===== src/spi_ctrl_defs.svh =====
`ifndef SPI_CTRL_DEFS_SVH
`define SPI_CTRL_DEFS_SVH

// Register offsets (byte addresses on the register port)
`define OFF_CONTROL       8'h00
`define OFF_DATA          8'h04
`define OFF_STATUS        8'h08

// Control word field positions
`define CTL_FRAMED        31
`define CTL_FRAME_EDGE    17
`define CTL_DEEP_BUF      16
`define CTL_ENABLE        15
`define CTL_HALT_IDLE     13
`define CTL_OUT_RELEASE   12
`define CTL_WIDTH_HI      11
`define CTL_WIDTH_LO      10
`define CTL_SAMPLE_PHASE  9
`define CTL_AUDIO         7
`define CTL_MASTER        5

// Control reset value and writable bits
`define CONTROL_RESET     32'h0000_0000
`define CONTROL_WMASK     32'h8003_BEA0

// Status field positions
`define ST_RX_VALID       0
`define ST_TX_FULL        1
`define ST_BUSY           2
`define ST_OVERFLOW       3
`define ST_RX_FULL        4

// Timing: master bit clock half period and system clock period
`define MCLK_PERIOD_NS    50
`define SCLK_HALF_NS      100
`define SCLK_HALF_CYC     ((`SCLK_HALF_NS + `MCLK_PERIOD_NS - 1) / `MCLK_PERIOD_NS)

// Receive buffer depth in enhanced mode
`define RX_DEPTH          2

`endif


===== src/spi_ctrl_pkg.sv =====
package spi_ctrl_pkg;

  typedef enum logic [1:0] {
    ST_IDLE,
    ST_FSYNC,
    ST_SHIFT
  } eng_state_t;

endpackage


===== src/spi_ctrl_fields.sv =====
// The implementer's own choices: the register addresses and the plain strobed port.
`timescale 1ns/1ns
`default_nettype none
`include "spi_ctrl_defs.svh"

// How it works
// Framed master: edge field 1 pulses with first bit, 0 one bit earlier.
// Enhanced buffer bit 1 allows two receive entries, 0 only one.
// Enhanced buffer bit changes only while the module is off.
// Module enable bit 1 runs the engine, 0 holds it idle.
// Halt-in-idle set freezes the engine while the chip is idle.
// Release bit 1 lets go of the data output pin, 0 drives it while the module is enabled.
// Audio widths: 11 24/32, 10 32/32, 01 16/32, 00 16/16 data/channel.
// Normal widths: upper bit 32, pattern 01 16, pattern 00 8 bits.
// Master samples input at bit end when phase bit 1, middle when 0.
// Slave ignores the phase bit and always samples at bit middle.
module spi_ctrl_fields
  import spi_ctrl_pkg::*;
(
  // Clock and reset
  input  wire logic        mclk,
  input  wire logic        sys_rst,
  // Register port
  input  wire logic [7:0]  reg_addr,
  input  wire logic [31:0] reg_wdata,
  input  wire logic        reg_wr,
  input  wire logic        reg_rd,
  output logic      [31:0] reg_rdata_ff,
  // Chip power state
  input  wire logic        chip_idle,
  // Link pins
  input  wire logic        sclk_in,
  input  wire logic        sdi_in,
  output logic             sclk_out_ff,
  output logic             sclk_oe_n_ff,
  output logic             serial_data_out_pin_ff,
  output logic             serial_data_out_pin_oe_n_ff,
  output logic             frame_pulse_ff
);

  localparam int HALF_CYC = `SCLK_HALF_CYC;

  function automatic logic [5:0] chan_bits(input logic audio, input logic hi, input logic lo);
    if (audio)
      chan_bits = (hi || lo) ? 6'h20 : 6'h10;
    else
      chan_bits = hi ? 6'h20 : (lo ? 6'h10 : 6'h08);
  endfunction

  function automatic logic [5:0] data_bits(input logic audio, input logic hi, input logic lo);
    if (audio)
      data_bits = hi ? (lo ? 6'h18 : 6'h20) : 6'h10;
    else
      data_bits = hi ? 6'h20 : (lo ? 6'h10 : 6'h08);
  endfunction

  function automatic logic [31:0] rx_align(input logic [31:0] sh, input logic [5:0] chan,
                                           input logic [5:0] dat);
    logic [31:0] m;
    m = (dat == 6'h20) ? 32'hFFFF_FFFF : ((32'h0000_0001 << dat) - 32'h0000_0001);
    rx_align = (sh >> (chan - dat)) & m;
  endfunction

  // Control register and decoded fields
  logic [31:0] control_ff;
  logic        frame_edge_sel;
  logic        deep_buffer_enable;
  logic        enable;
  logic        halt_in_idle;
  logic        serial_out_release;
  logic        width_sel_hi;
  logic        width_sel_lo;
  logic        input_sample_phase;
  logic        audio_protocol_enable;
  logic        master_select;
  logic        framed;
  logic        run;
  logic [5:0]  chan_w;
  logic [5:0]  data_w;
  logic [4:0]  last_bit;
  logic        sample_end;

  assign frame_edge_sel        = control_ff[`CTL_FRAME_EDGE];
  assign deep_buffer_enable    = control_ff[`CTL_DEEP_BUF];
  assign enable                = control_ff[`CTL_ENABLE];
  assign halt_in_idle          = control_ff[`CTL_HALT_IDLE];
  assign serial_out_release    = control_ff[`CTL_OUT_RELEASE];
  assign width_sel_hi          = control_ff[`CTL_WIDTH_HI];
  assign width_sel_lo          = control_ff[`CTL_WIDTH_LO];
  assign input_sample_phase    = control_ff[`CTL_SAMPLE_PHASE];
  assign audio_protocol_enable = control_ff[`CTL_AUDIO];
  assign master_select         = control_ff[`CTL_MASTER];
  assign framed                = control_ff[`CTL_FRAMED];
  assign run                   = enable && !(halt_in_idle && chip_idle);
  assign chan_w                = chan_bits(audio_protocol_enable, width_sel_hi, width_sel_lo);
  assign data_w                = data_bits(audio_protocol_enable, width_sel_hi, width_sel_lo);
  assign last_bit              = 5'(chan_w - 6'h01);
  assign sample_end            = master_select && input_sample_phase;

  logic wr_ctl;
  logic wr_data;
  logic wr_stat;
  logic rd_data;
  assign wr_ctl  = reg_wr && (reg_addr == `OFF_CONTROL);
  assign wr_data = reg_wr && (reg_addr == `OFF_DATA);
  assign wr_stat = reg_wr && (reg_addr == `OFF_STATUS);
  assign rd_data = reg_rd && (reg_addr == `OFF_DATA);

  logic [31:0] nxt_control;
  always_comb begin
    nxt_control = reg_wdata & `CONTROL_WMASK;
    if (enable)
      nxt_control[`CTL_DEEP_BUF] = deep_buffer_enable;
  end

  always_ff @(posedge mclk) begin
    if (sys_rst)
      control_ff <= `CONTROL_RESET;
    else if (wr_ctl)
      control_ff <= nxt_control;
  end

  // Pin synchronisers; the first stage feeds only the second
  logic sclk_s1_ff;
  logic sclk_s2_ff;
  logic sclk_s3_ff;
  logic sdi_s1_ff;
  logic sdi_s2_ff;
  always_ff @(posedge mclk) begin
    if (sys_rst) begin
      sclk_s1_ff <= 1'b0;
      sclk_s2_ff <= 1'b0;
      sclk_s3_ff <= 1'b0;
      sdi_s1_ff  <= 1'b0;
      sdi_s2_ff  <= 1'b0;
    end else begin
      sclk_s1_ff <= sclk_in;
      sclk_s2_ff <= sclk_s1_ff;
      sclk_s3_ff <= sclk_s2_ff;
      sdi_s1_ff  <= sdi_in;
      sdi_s2_ff  <= sdi_s1_ff;
    end
  end

  logic sclk_rise;
  logic sclk_fall;
  assign sclk_rise = sclk_s2_ff && !sclk_s3_ff;
  assign sclk_fall = !sclk_s2_ff && sclk_s3_ff;

  // Transmit holding register
  logic [31:0] tx_hold_ff;
  logic        tx_full_ff;
  logic        tx_taken_ff;
  always_ff @(posedge mclk) begin
    if (sys_rst || !enable) begin
      tx_hold_ff <= 32'h0000_0000;
      tx_full_ff <= 1'b0;
    end else if (tx_taken_ff) begin
      tx_full_ff <= 1'b0;
    end else if (wr_data && !tx_full_ff) begin
      tx_hold_ff <= reg_wdata;
      tx_full_ff <= 1'b1;
    end
  end

  // Receive buffer; depth follows the enhanced buffer bit
  logic [31:0] rx_mem_ff [`RX_DEPTH];
  logic        rx_wp_ff;
  logic        rx_rp_ff;
  logic [1:0]  rx_cnt_ff;
  logic        rx_full;
  logic        rx_in_valid;
  logic        rx_out_ready;
  logic        rx_push;
  logic        overflow_ff;
  logic        word_done_ff;
  logic [31:0] rx_sh_ff;

  assign rx_full      = (rx_cnt_ff == (deep_buffer_enable ? 2'd2 : 2'd1));
  assign rx_in_valid  = word_done_ff;
  assign rx_out_ready = rd_data && (rx_cnt_ff != 2'd0);
  assign rx_push      = rx_in_valid && !rx_full;

  always_ff @(posedge mclk) begin
    if (sys_rst || !enable) begin
      rx_wp_ff  <= 1'b0;
      rx_rp_ff  <= 1'b0;
      rx_cnt_ff <= 2'd0;
    end else begin
      if (rx_push) begin
        rx_mem_ff[rx_wp_ff] <= rx_align(rx_sh_ff, chan_w, data_w);
        rx_wp_ff            <= !rx_wp_ff;
      end
      if (rx_out_ready)
        rx_rp_ff <= !rx_rp_ff;
      rx_cnt_ff <= rx_cnt_ff + {1'b0, rx_push} - {1'b0, rx_out_ready};
    end
  end

  // A word lost to a full buffer; the set beats a clear in the same cycle
  always_ff @(posedge mclk) begin
    if (sys_rst)
      overflow_ff <= 1'b0;
    else if (rx_in_valid && rx_full)
      overflow_ff <= 1'b1;
    else if (wr_stat && reg_wdata[`ST_OVERFLOW])
      overflow_ff <= 1'b0;
  end

  // Shift engine
  eng_state_t  state_ff;
  logic [4:0]  bit_cnt_ff;
  logic [3:0]  half_cnt_ff;
  logic        fs_half_ff;
  logic [31:0] tx_sh_ff;
  logic        tx_armed_ff;
  logic        tick;
  logic [31:0] shift_in;
  logic [31:0] tx_load;

  assign tick     = (half_cnt_ff == 4'(HALF_CYC - 1));
  assign shift_in = {rx_sh_ff[30:0], sdi_s2_ff};
  assign tx_load  = tx_full_ff ? (tx_hold_ff << (6'h20 - data_w)) : 32'h0000_0000;

  always_ff @(posedge mclk) begin
    if (sys_rst || !enable) begin
      state_ff     <= ST_IDLE;
      bit_cnt_ff   <= 5'd0;
      half_cnt_ff  <= 4'd0;
      fs_half_ff   <= 1'b0;
      sclk_out_ff  <= 1'b0;
      frame_pulse_ff <= 1'b0;
      tx_sh_ff     <= 32'h0000_0000;
      tx_armed_ff  <= 1'b0;
      rx_sh_ff     <= 32'h0000_0000;
      word_done_ff <= 1'b0;
      tx_taken_ff  <= 1'b0;
    end else if (!run) begin
      word_done_ff <= 1'b0;
      tx_taken_ff  <= 1'b0;
    end else begin
      word_done_ff <= 1'b0;
      tx_taken_ff  <= 1'b0;
      if (master_select) begin
        case (state_ff)
          ST_IDLE: begin
            // Waiting on a full receive buffer stalls the next word
            if (tx_full_ff && !rx_full && !word_done_ff) begin
              tx_sh_ff    <= tx_load;
              tx_taken_ff <= 1'b1;
              rx_sh_ff    <= 32'h0000_0000;
              bit_cnt_ff  <= 5'd0;
              half_cnt_ff <= 4'd0;
              fs_half_ff  <= 1'b0;
              if (framed && !frame_edge_sel) begin
                state_ff       <= ST_FSYNC;
                frame_pulse_ff <= 1'b1;
              end else begin
                state_ff       <= ST_SHIFT;
                frame_pulse_ff <= framed;
              end
            end
          end
          ST_FSYNC: begin
            if (tick) begin
              half_cnt_ff <= 4'd0;
              fs_half_ff  <= !fs_half_ff;
              if (fs_half_ff) begin
                state_ff       <= ST_SHIFT;
                frame_pulse_ff <= 1'b0;
              end
            end else begin
              half_cnt_ff <= half_cnt_ff + 4'd1;
            end
          end
          ST_SHIFT: begin
            if (tick) begin
              half_cnt_ff <= 4'd0;
              if (!sclk_out_ff) begin
                sclk_out_ff <= 1'b1;
                if (!sample_end)
                  rx_sh_ff <= shift_in;
              end else begin
                sclk_out_ff    <= 1'b0;
                frame_pulse_ff <= 1'b0;
                if (sample_end)
                  rx_sh_ff <= shift_in;
                if (bit_cnt_ff == last_bit) begin
                  state_ff     <= ST_IDLE;
                  word_done_ff <= 1'b1;
                end else begin
                  bit_cnt_ff <= bit_cnt_ff + 5'd1;
                  tx_sh_ff   <= tx_sh_ff << 1;
                end
              end
            end else begin
              half_cnt_ff <= half_cnt_ff + 4'd1;
            end
          end
          default: state_ff <= ST_IDLE;
        endcase
      end else begin
        sclk_out_ff    <= 1'b0;
        frame_pulse_ff <= 1'b0;
        state_ff       <= ST_SHIFT;
        if (state_ff != ST_SHIFT) begin
          tx_sh_ff    <= tx_load;
          tx_taken_ff <= tx_full_ff;
          tx_armed_ff <= tx_full_ff;
          bit_cnt_ff  <= 5'd0;
        end else if (sclk_rise) begin
          rx_sh_ff <= shift_in;
          if (bit_cnt_ff == last_bit) begin
            bit_cnt_ff   <= 5'd0;
            word_done_ff <= 1'b1;
            tx_sh_ff     <= tx_load;
            tx_taken_ff  <= tx_full_ff;
            tx_armed_ff  <= tx_full_ff;
          end else begin
            bit_cnt_ff <= bit_cnt_ff + 5'd1;
          end
        end else if (sclk_fall && bit_cnt_ff != 5'd0) begin
          tx_sh_ff <= tx_sh_ff << 1;
        end else if (bit_cnt_ff == 5'd0 && !tx_armed_ff && tx_full_ff && !tx_taken_ff) begin
          // A word written before the first bit clock still goes out whole
          tx_sh_ff    <= tx_load;
          tx_taken_ff <= 1'b1;
          tx_armed_ff <= 1'b1;
        end
      end
    end
  end

  // Pin drivers; the bit clock pin is only driven as master
  always_ff @(posedge mclk) begin
    if (sys_rst) begin
      serial_data_out_pin_ff      <= 1'b0;
      serial_data_out_pin_oe_n_ff <= 1'b1;
      sclk_oe_n_ff                <= 1'b1;
    end else begin
      serial_data_out_pin_ff      <= tx_sh_ff[31];
      serial_data_out_pin_oe_n_ff <= serial_out_release || !enable;
      sclk_oe_n_ff                <= !(enable && master_select);
    end
  end

  // Read port: data only in the cycle after the strobe
  logic [31:0] status_w;
  assign status_w = {27'h000_0000, rx_full, overflow_ff, (state_ff != ST_IDLE),
                     tx_full_ff, (rx_cnt_ff != 2'd0)};

  always_ff @(posedge mclk) begin
    if (sys_rst || !reg_rd) begin
      reg_rdata_ff <= 32'h0000_0000;
    end else begin
      case (reg_addr)
        `OFF_CONTROL: reg_rdata_ff <= control_ff;
        `OFF_DATA:    reg_rdata_ff <= (rx_cnt_ff != 2'd0) ? rx_mem_ff[rx_rp_ff] : 32'h0000_0000;
        `OFF_STATUS:  reg_rdata_ff <= status_w;
        default:      reg_rdata_ff <= 32'h0000_0000;
      endcase
    end
  end
endmodule
`default_nettype wire


===== config.mk =====
export PLATFORM = sky130hd
export DESIGN_NAME = spi_ctrl_fields
export DESIGN_NICKNAME = d
export VERILOG_FILES = /design/src/spi_ctrl_pkg.sv /design/src/spi_ctrl_fields.sv
export VERILOG_INCLUDE_DIRS = /design/src
export SDC_FILE = /design/constraint.sdc
export NUM_CORES = 1
export LEC_CHECK = 0
export BUFFER_PORTS_ARGS = -buffer_cell sky130_fd_sc_hd__buf_2
export CORE_MARGIN = 2
export CORE_UTILIZATION = 55
export DETAILED_ROUTE_END_ITERATION = 8
export PLACE_DENSITY = 0.71
export SYNTH_ARGS = -nofsm -noshare
export SYNTH_HDL_FRONTEND = slang
export SYNTH_SLANG_ARGS = --single-unit

===== constraint.sdc =====
create_clock -name mclk -period 11.4 [get_ports mclk]
set_clock_uncertainty 0.15 [all_clocks]
set_input_delay 1.71 -clock mclk [delete_from_list [all_inputs] [get_ports mclk]]
set_output_delay 1.71 -clock mclk [all_outputs]
set_load 0.005 [all_outputs]

==> results.py <==
metrics = {
    "drt": {
        "drc": 0,
        "ant_nets": 0,
        "wire_per_inst_um": 18.4,
        "wl_um": 25300,
        "via_per_inst": 5.93,
        "drtPass1Iterations": 5,
        "drtIter0Drc": 764,
        "vias": 8175,
    },
    "timing": {
        "final.setup.tns_ns": 0,
        "period_needed_ns": 4.36,
        "fmax_ghz": 0.229,
        "worst_slew_pin_slew_ns": 1.24,
        "setup_violations": 0,
        "rsz0062_at_grt": "false",
        "relSlewSlack_pct": 17.5,
        "finalHoldViolCount": 0,
        "slew_violations": 0,
        "period_share_pct": 38.2,
    },
    "clock_network": {
        "post_cts_resize_count": 0,
        "insertion_delay_ns": 0.53,
        "cts_root_buf": "clkbuf_16",
        "cts-hold-fix-buffers": 0,
        "cts_sinks": 235,
        "post_cts_buffers": 0,
        "cts_inserted_buffers": 25,
        "ctsLongestPathBuffers": 3,
        "htree_levels": 1,
        "cts_tree": "built",
        "path_clk_slew_ns": 0.06,
    },
    "setup_path": {
        "end_kind": "flip-flop",
        "cp-start-kind": "flip-flop",
        "cp_data_arrival_time_ns": 4.64,
        "worstPathMaxFanout": 27,
        "reg2reg_depth": 11,
        "cp-startpoint": "control_ff[7]",
        "r2r_start": "control_ff[7]",
        "required_ns": 11.68,
        "criticalPathCategory": "reg -> reg",
    },
    "floorplanning": {
        "initial_core_util_pct": 56.0,
        "fp.dieW_um": 142,
        "core_sq_mm": 0.0187,
        "rows": 50,
        "io_pins": 84,
        "dieArea_sq_mm": 0.0202,
        "die_h_um": 142,
    },
    "place": {
        "dp_hpwl_um": 16700,
        "gp_congestion": 0.868,
        "dp.cells": 1332,
        "io_buffers": 83,
    },
    "pwr": {
        "power_frac_comb_pct": 1.1,
        "clkPwrFrac_pct": 48.4,
        "netSwitchingFraction_pct": 20.2,
        "max-vdd-ir-drop_uv": 94.8,
        "pwr-share-seq_pct": 50.5,
        "p_int_uw": 1350,
        "p_sw_uw": 341,
        "leakagePower_uw": 0.00423,
        "power.density_mw_per_mm2": 143,
        "totalPowerFinal_uw": 1690,
    },
    "yosys": {
        "synth_top_area_cell": "dfxtp_1",
        "syn_area_sq_mm": 0.0105,
        "ys_types": 64,
        "synth_nets": 1145,
        "synth-seq-area-share_pct": 51.0,
        "synth_cells": 1083,
        "syn_avg_cell_area_sq_um": 9.68,
        "synth_commonest_cells": "171 x dfxtp_1, 160 x nand2_1, 116 x a21oi_1",
        "synth-edff-count": 64,
        "ys.flop_type": "dfxtp_1",
        "synth_warnings": 0,
        "ys_seq_elements": 235,
        "synth_async_sr_flop_share_pct": 0,
        "netlist.area_leader.share_pct": 32.7,
        "yosys-top-cells-area": "dfxtp_1 33%, edfxtp_1 18%, mux2i_1 6.4%, nand2_1 5.7%, a21oi_1 5.5%",
        "yosysMostFrequentCell": "dfxtp_1",
    },
    "cells_and_area": {
        "fin_nets": 1187,
        "area_growth_pct": 12.7,
        "fin_cells": 1378,
        "layout-drive-gt1-share_pct": 17.4,
        "diodes": 0,
    },
    "global_route": {
        "grtUsageTotal_pct": 25.2,
        "grt_max_degree": 99,
        "first_global_vias": 7495,
        "grt-ovfl-total": 0,
        "antenna_found_initial": 0,
        "grt_pass1_wl_um": 40900,
    },
    "hold_path": {
        "hp-class": "reg -> reg",
        "worstHoldPathCells": 1,
        "hp-start": "sclk_s1_ff",
    },
    "outcome": {
        "status": "completed",
    },
    "run": {
        "drv_cap": 0,
    },
}
-- state kept, by name, indices dropped and copies added, names as in the netlist, 2 cells and up, named ones only --
signal	count
rx_cnt_ff	2
half_cnt_ff	4
bit_cnt_ff	5
control_ff	11
state_ff	2
rx_sh_ff	32
tx_hold_ff	32
tx_sh_ff	32
rx_mem_ff	64
reg_rdata_ff	32
-- worst max-delay path, cell delays in order, from the launching register on --
cell and delay (ns):
dfxtp_1 0.39, or3_4 0.43, nand2_1 0.19, inv_2 0.33, ha_1 0.34, ha_1 0.27
nand2_1 0.07, a311oi_4 0.56, nand2b_1 0.48, nor2_1 0.62, a22oi_1 0.15, a211oi_2 0.26
-- cell usage in the layout, fill, tap and decap left out, types with 9 or more instances in the layout --
cell       instances
inv_1             16
edfxtp_1          64
a22oi_1           39
buf_4             12
dfxtp_1          171
o21ai_0           21
nand3_1           46
nand2_1          160
a221oi_1           9
nor2b_1            9
nor2_1            89
and2_1            16
clkbuf_16         25
a21oi_1          115
mux2_2            25
buf_2             83
a211oi_2          20
a21o_1            11
a211oi_1          11
nand2b_1           9
ha_1              15
mux2i_1           67
-- per-layer routing --
layer / GRT usage (%) / vias to the layer above / share of wire, % / routed length, um
met4: 5.89 / 0 / 1.6 / 404
met1: 37.1 / 3906 / 46 / 11700
met5: 0 / - / 0 / 0
met2: 39.0 / 282 / 46 / 11700
li1: - / 3951 / - / -
met3: 4.14 / 36 / 6.3 / 1610
-- power groups by stage --
stage          Combinational (uW)  Clock (uW)  Sequential [uW]
5_1_grt                      19.5         863              853
3_5_place_dp                 17.9           0              872
2_1_floorplan                5.38           0              872
4_1_cts                      17.9         829              853
6_report                     18.3         817              854
3_3_place_gp                 17.7           0              872
-- cell families after synthesis --
group,Yosys count,share of synthesized area [%]
compound gates,265,17.6
xor+xnor,7,0.585
fa+ha+maj,15,1.79
buf+inv,97,3.84
flops,235,51.0
mux,92,9.09
simple gates,372,16.1
-- final timing paths --
| check | end | slack, ns |
|---|---|---|
| min reg2reg | sclk_s2_ff | 0.29 |
| min | sclk_s2_ff | 0.29 |
| max | tx_sh_ff[6] | 7.04 |
| max reg2reg | tx_sh_ff[6] | 7.04 |
-- final cells by class --
type,instances,area (sq um)
Inverter,17,63.8
Tap cell,234,293
Clock inverter,12,145
Multi-Input combinational cell,751,4780
Sequential cell,235,5350
Fill cell,1544,6900
Clock buffer,34,679
Timing Repair Buffer,95,505
-- stage by stage --
stage | setup WS (ns) | cell area, sq um | util, % | hold slack (ns)
2_1_floorplan | 6.35 | 10500 | - | 0.264
3_3_place_gp | 6.72 | 11000 | 58.7 | 0.272
3_5_place_dp | 6.68 | 11000 | 58.7 | 0.274
4_1_cts | 7.06 | 11800 | 63.1 | 0.288
5_1_grt | 6.69 | 11800 | 63.1 | 0.300
6_report | 7.04 | 11800 | 63.1 | 0.287
(Power assumes the default switching activity.)
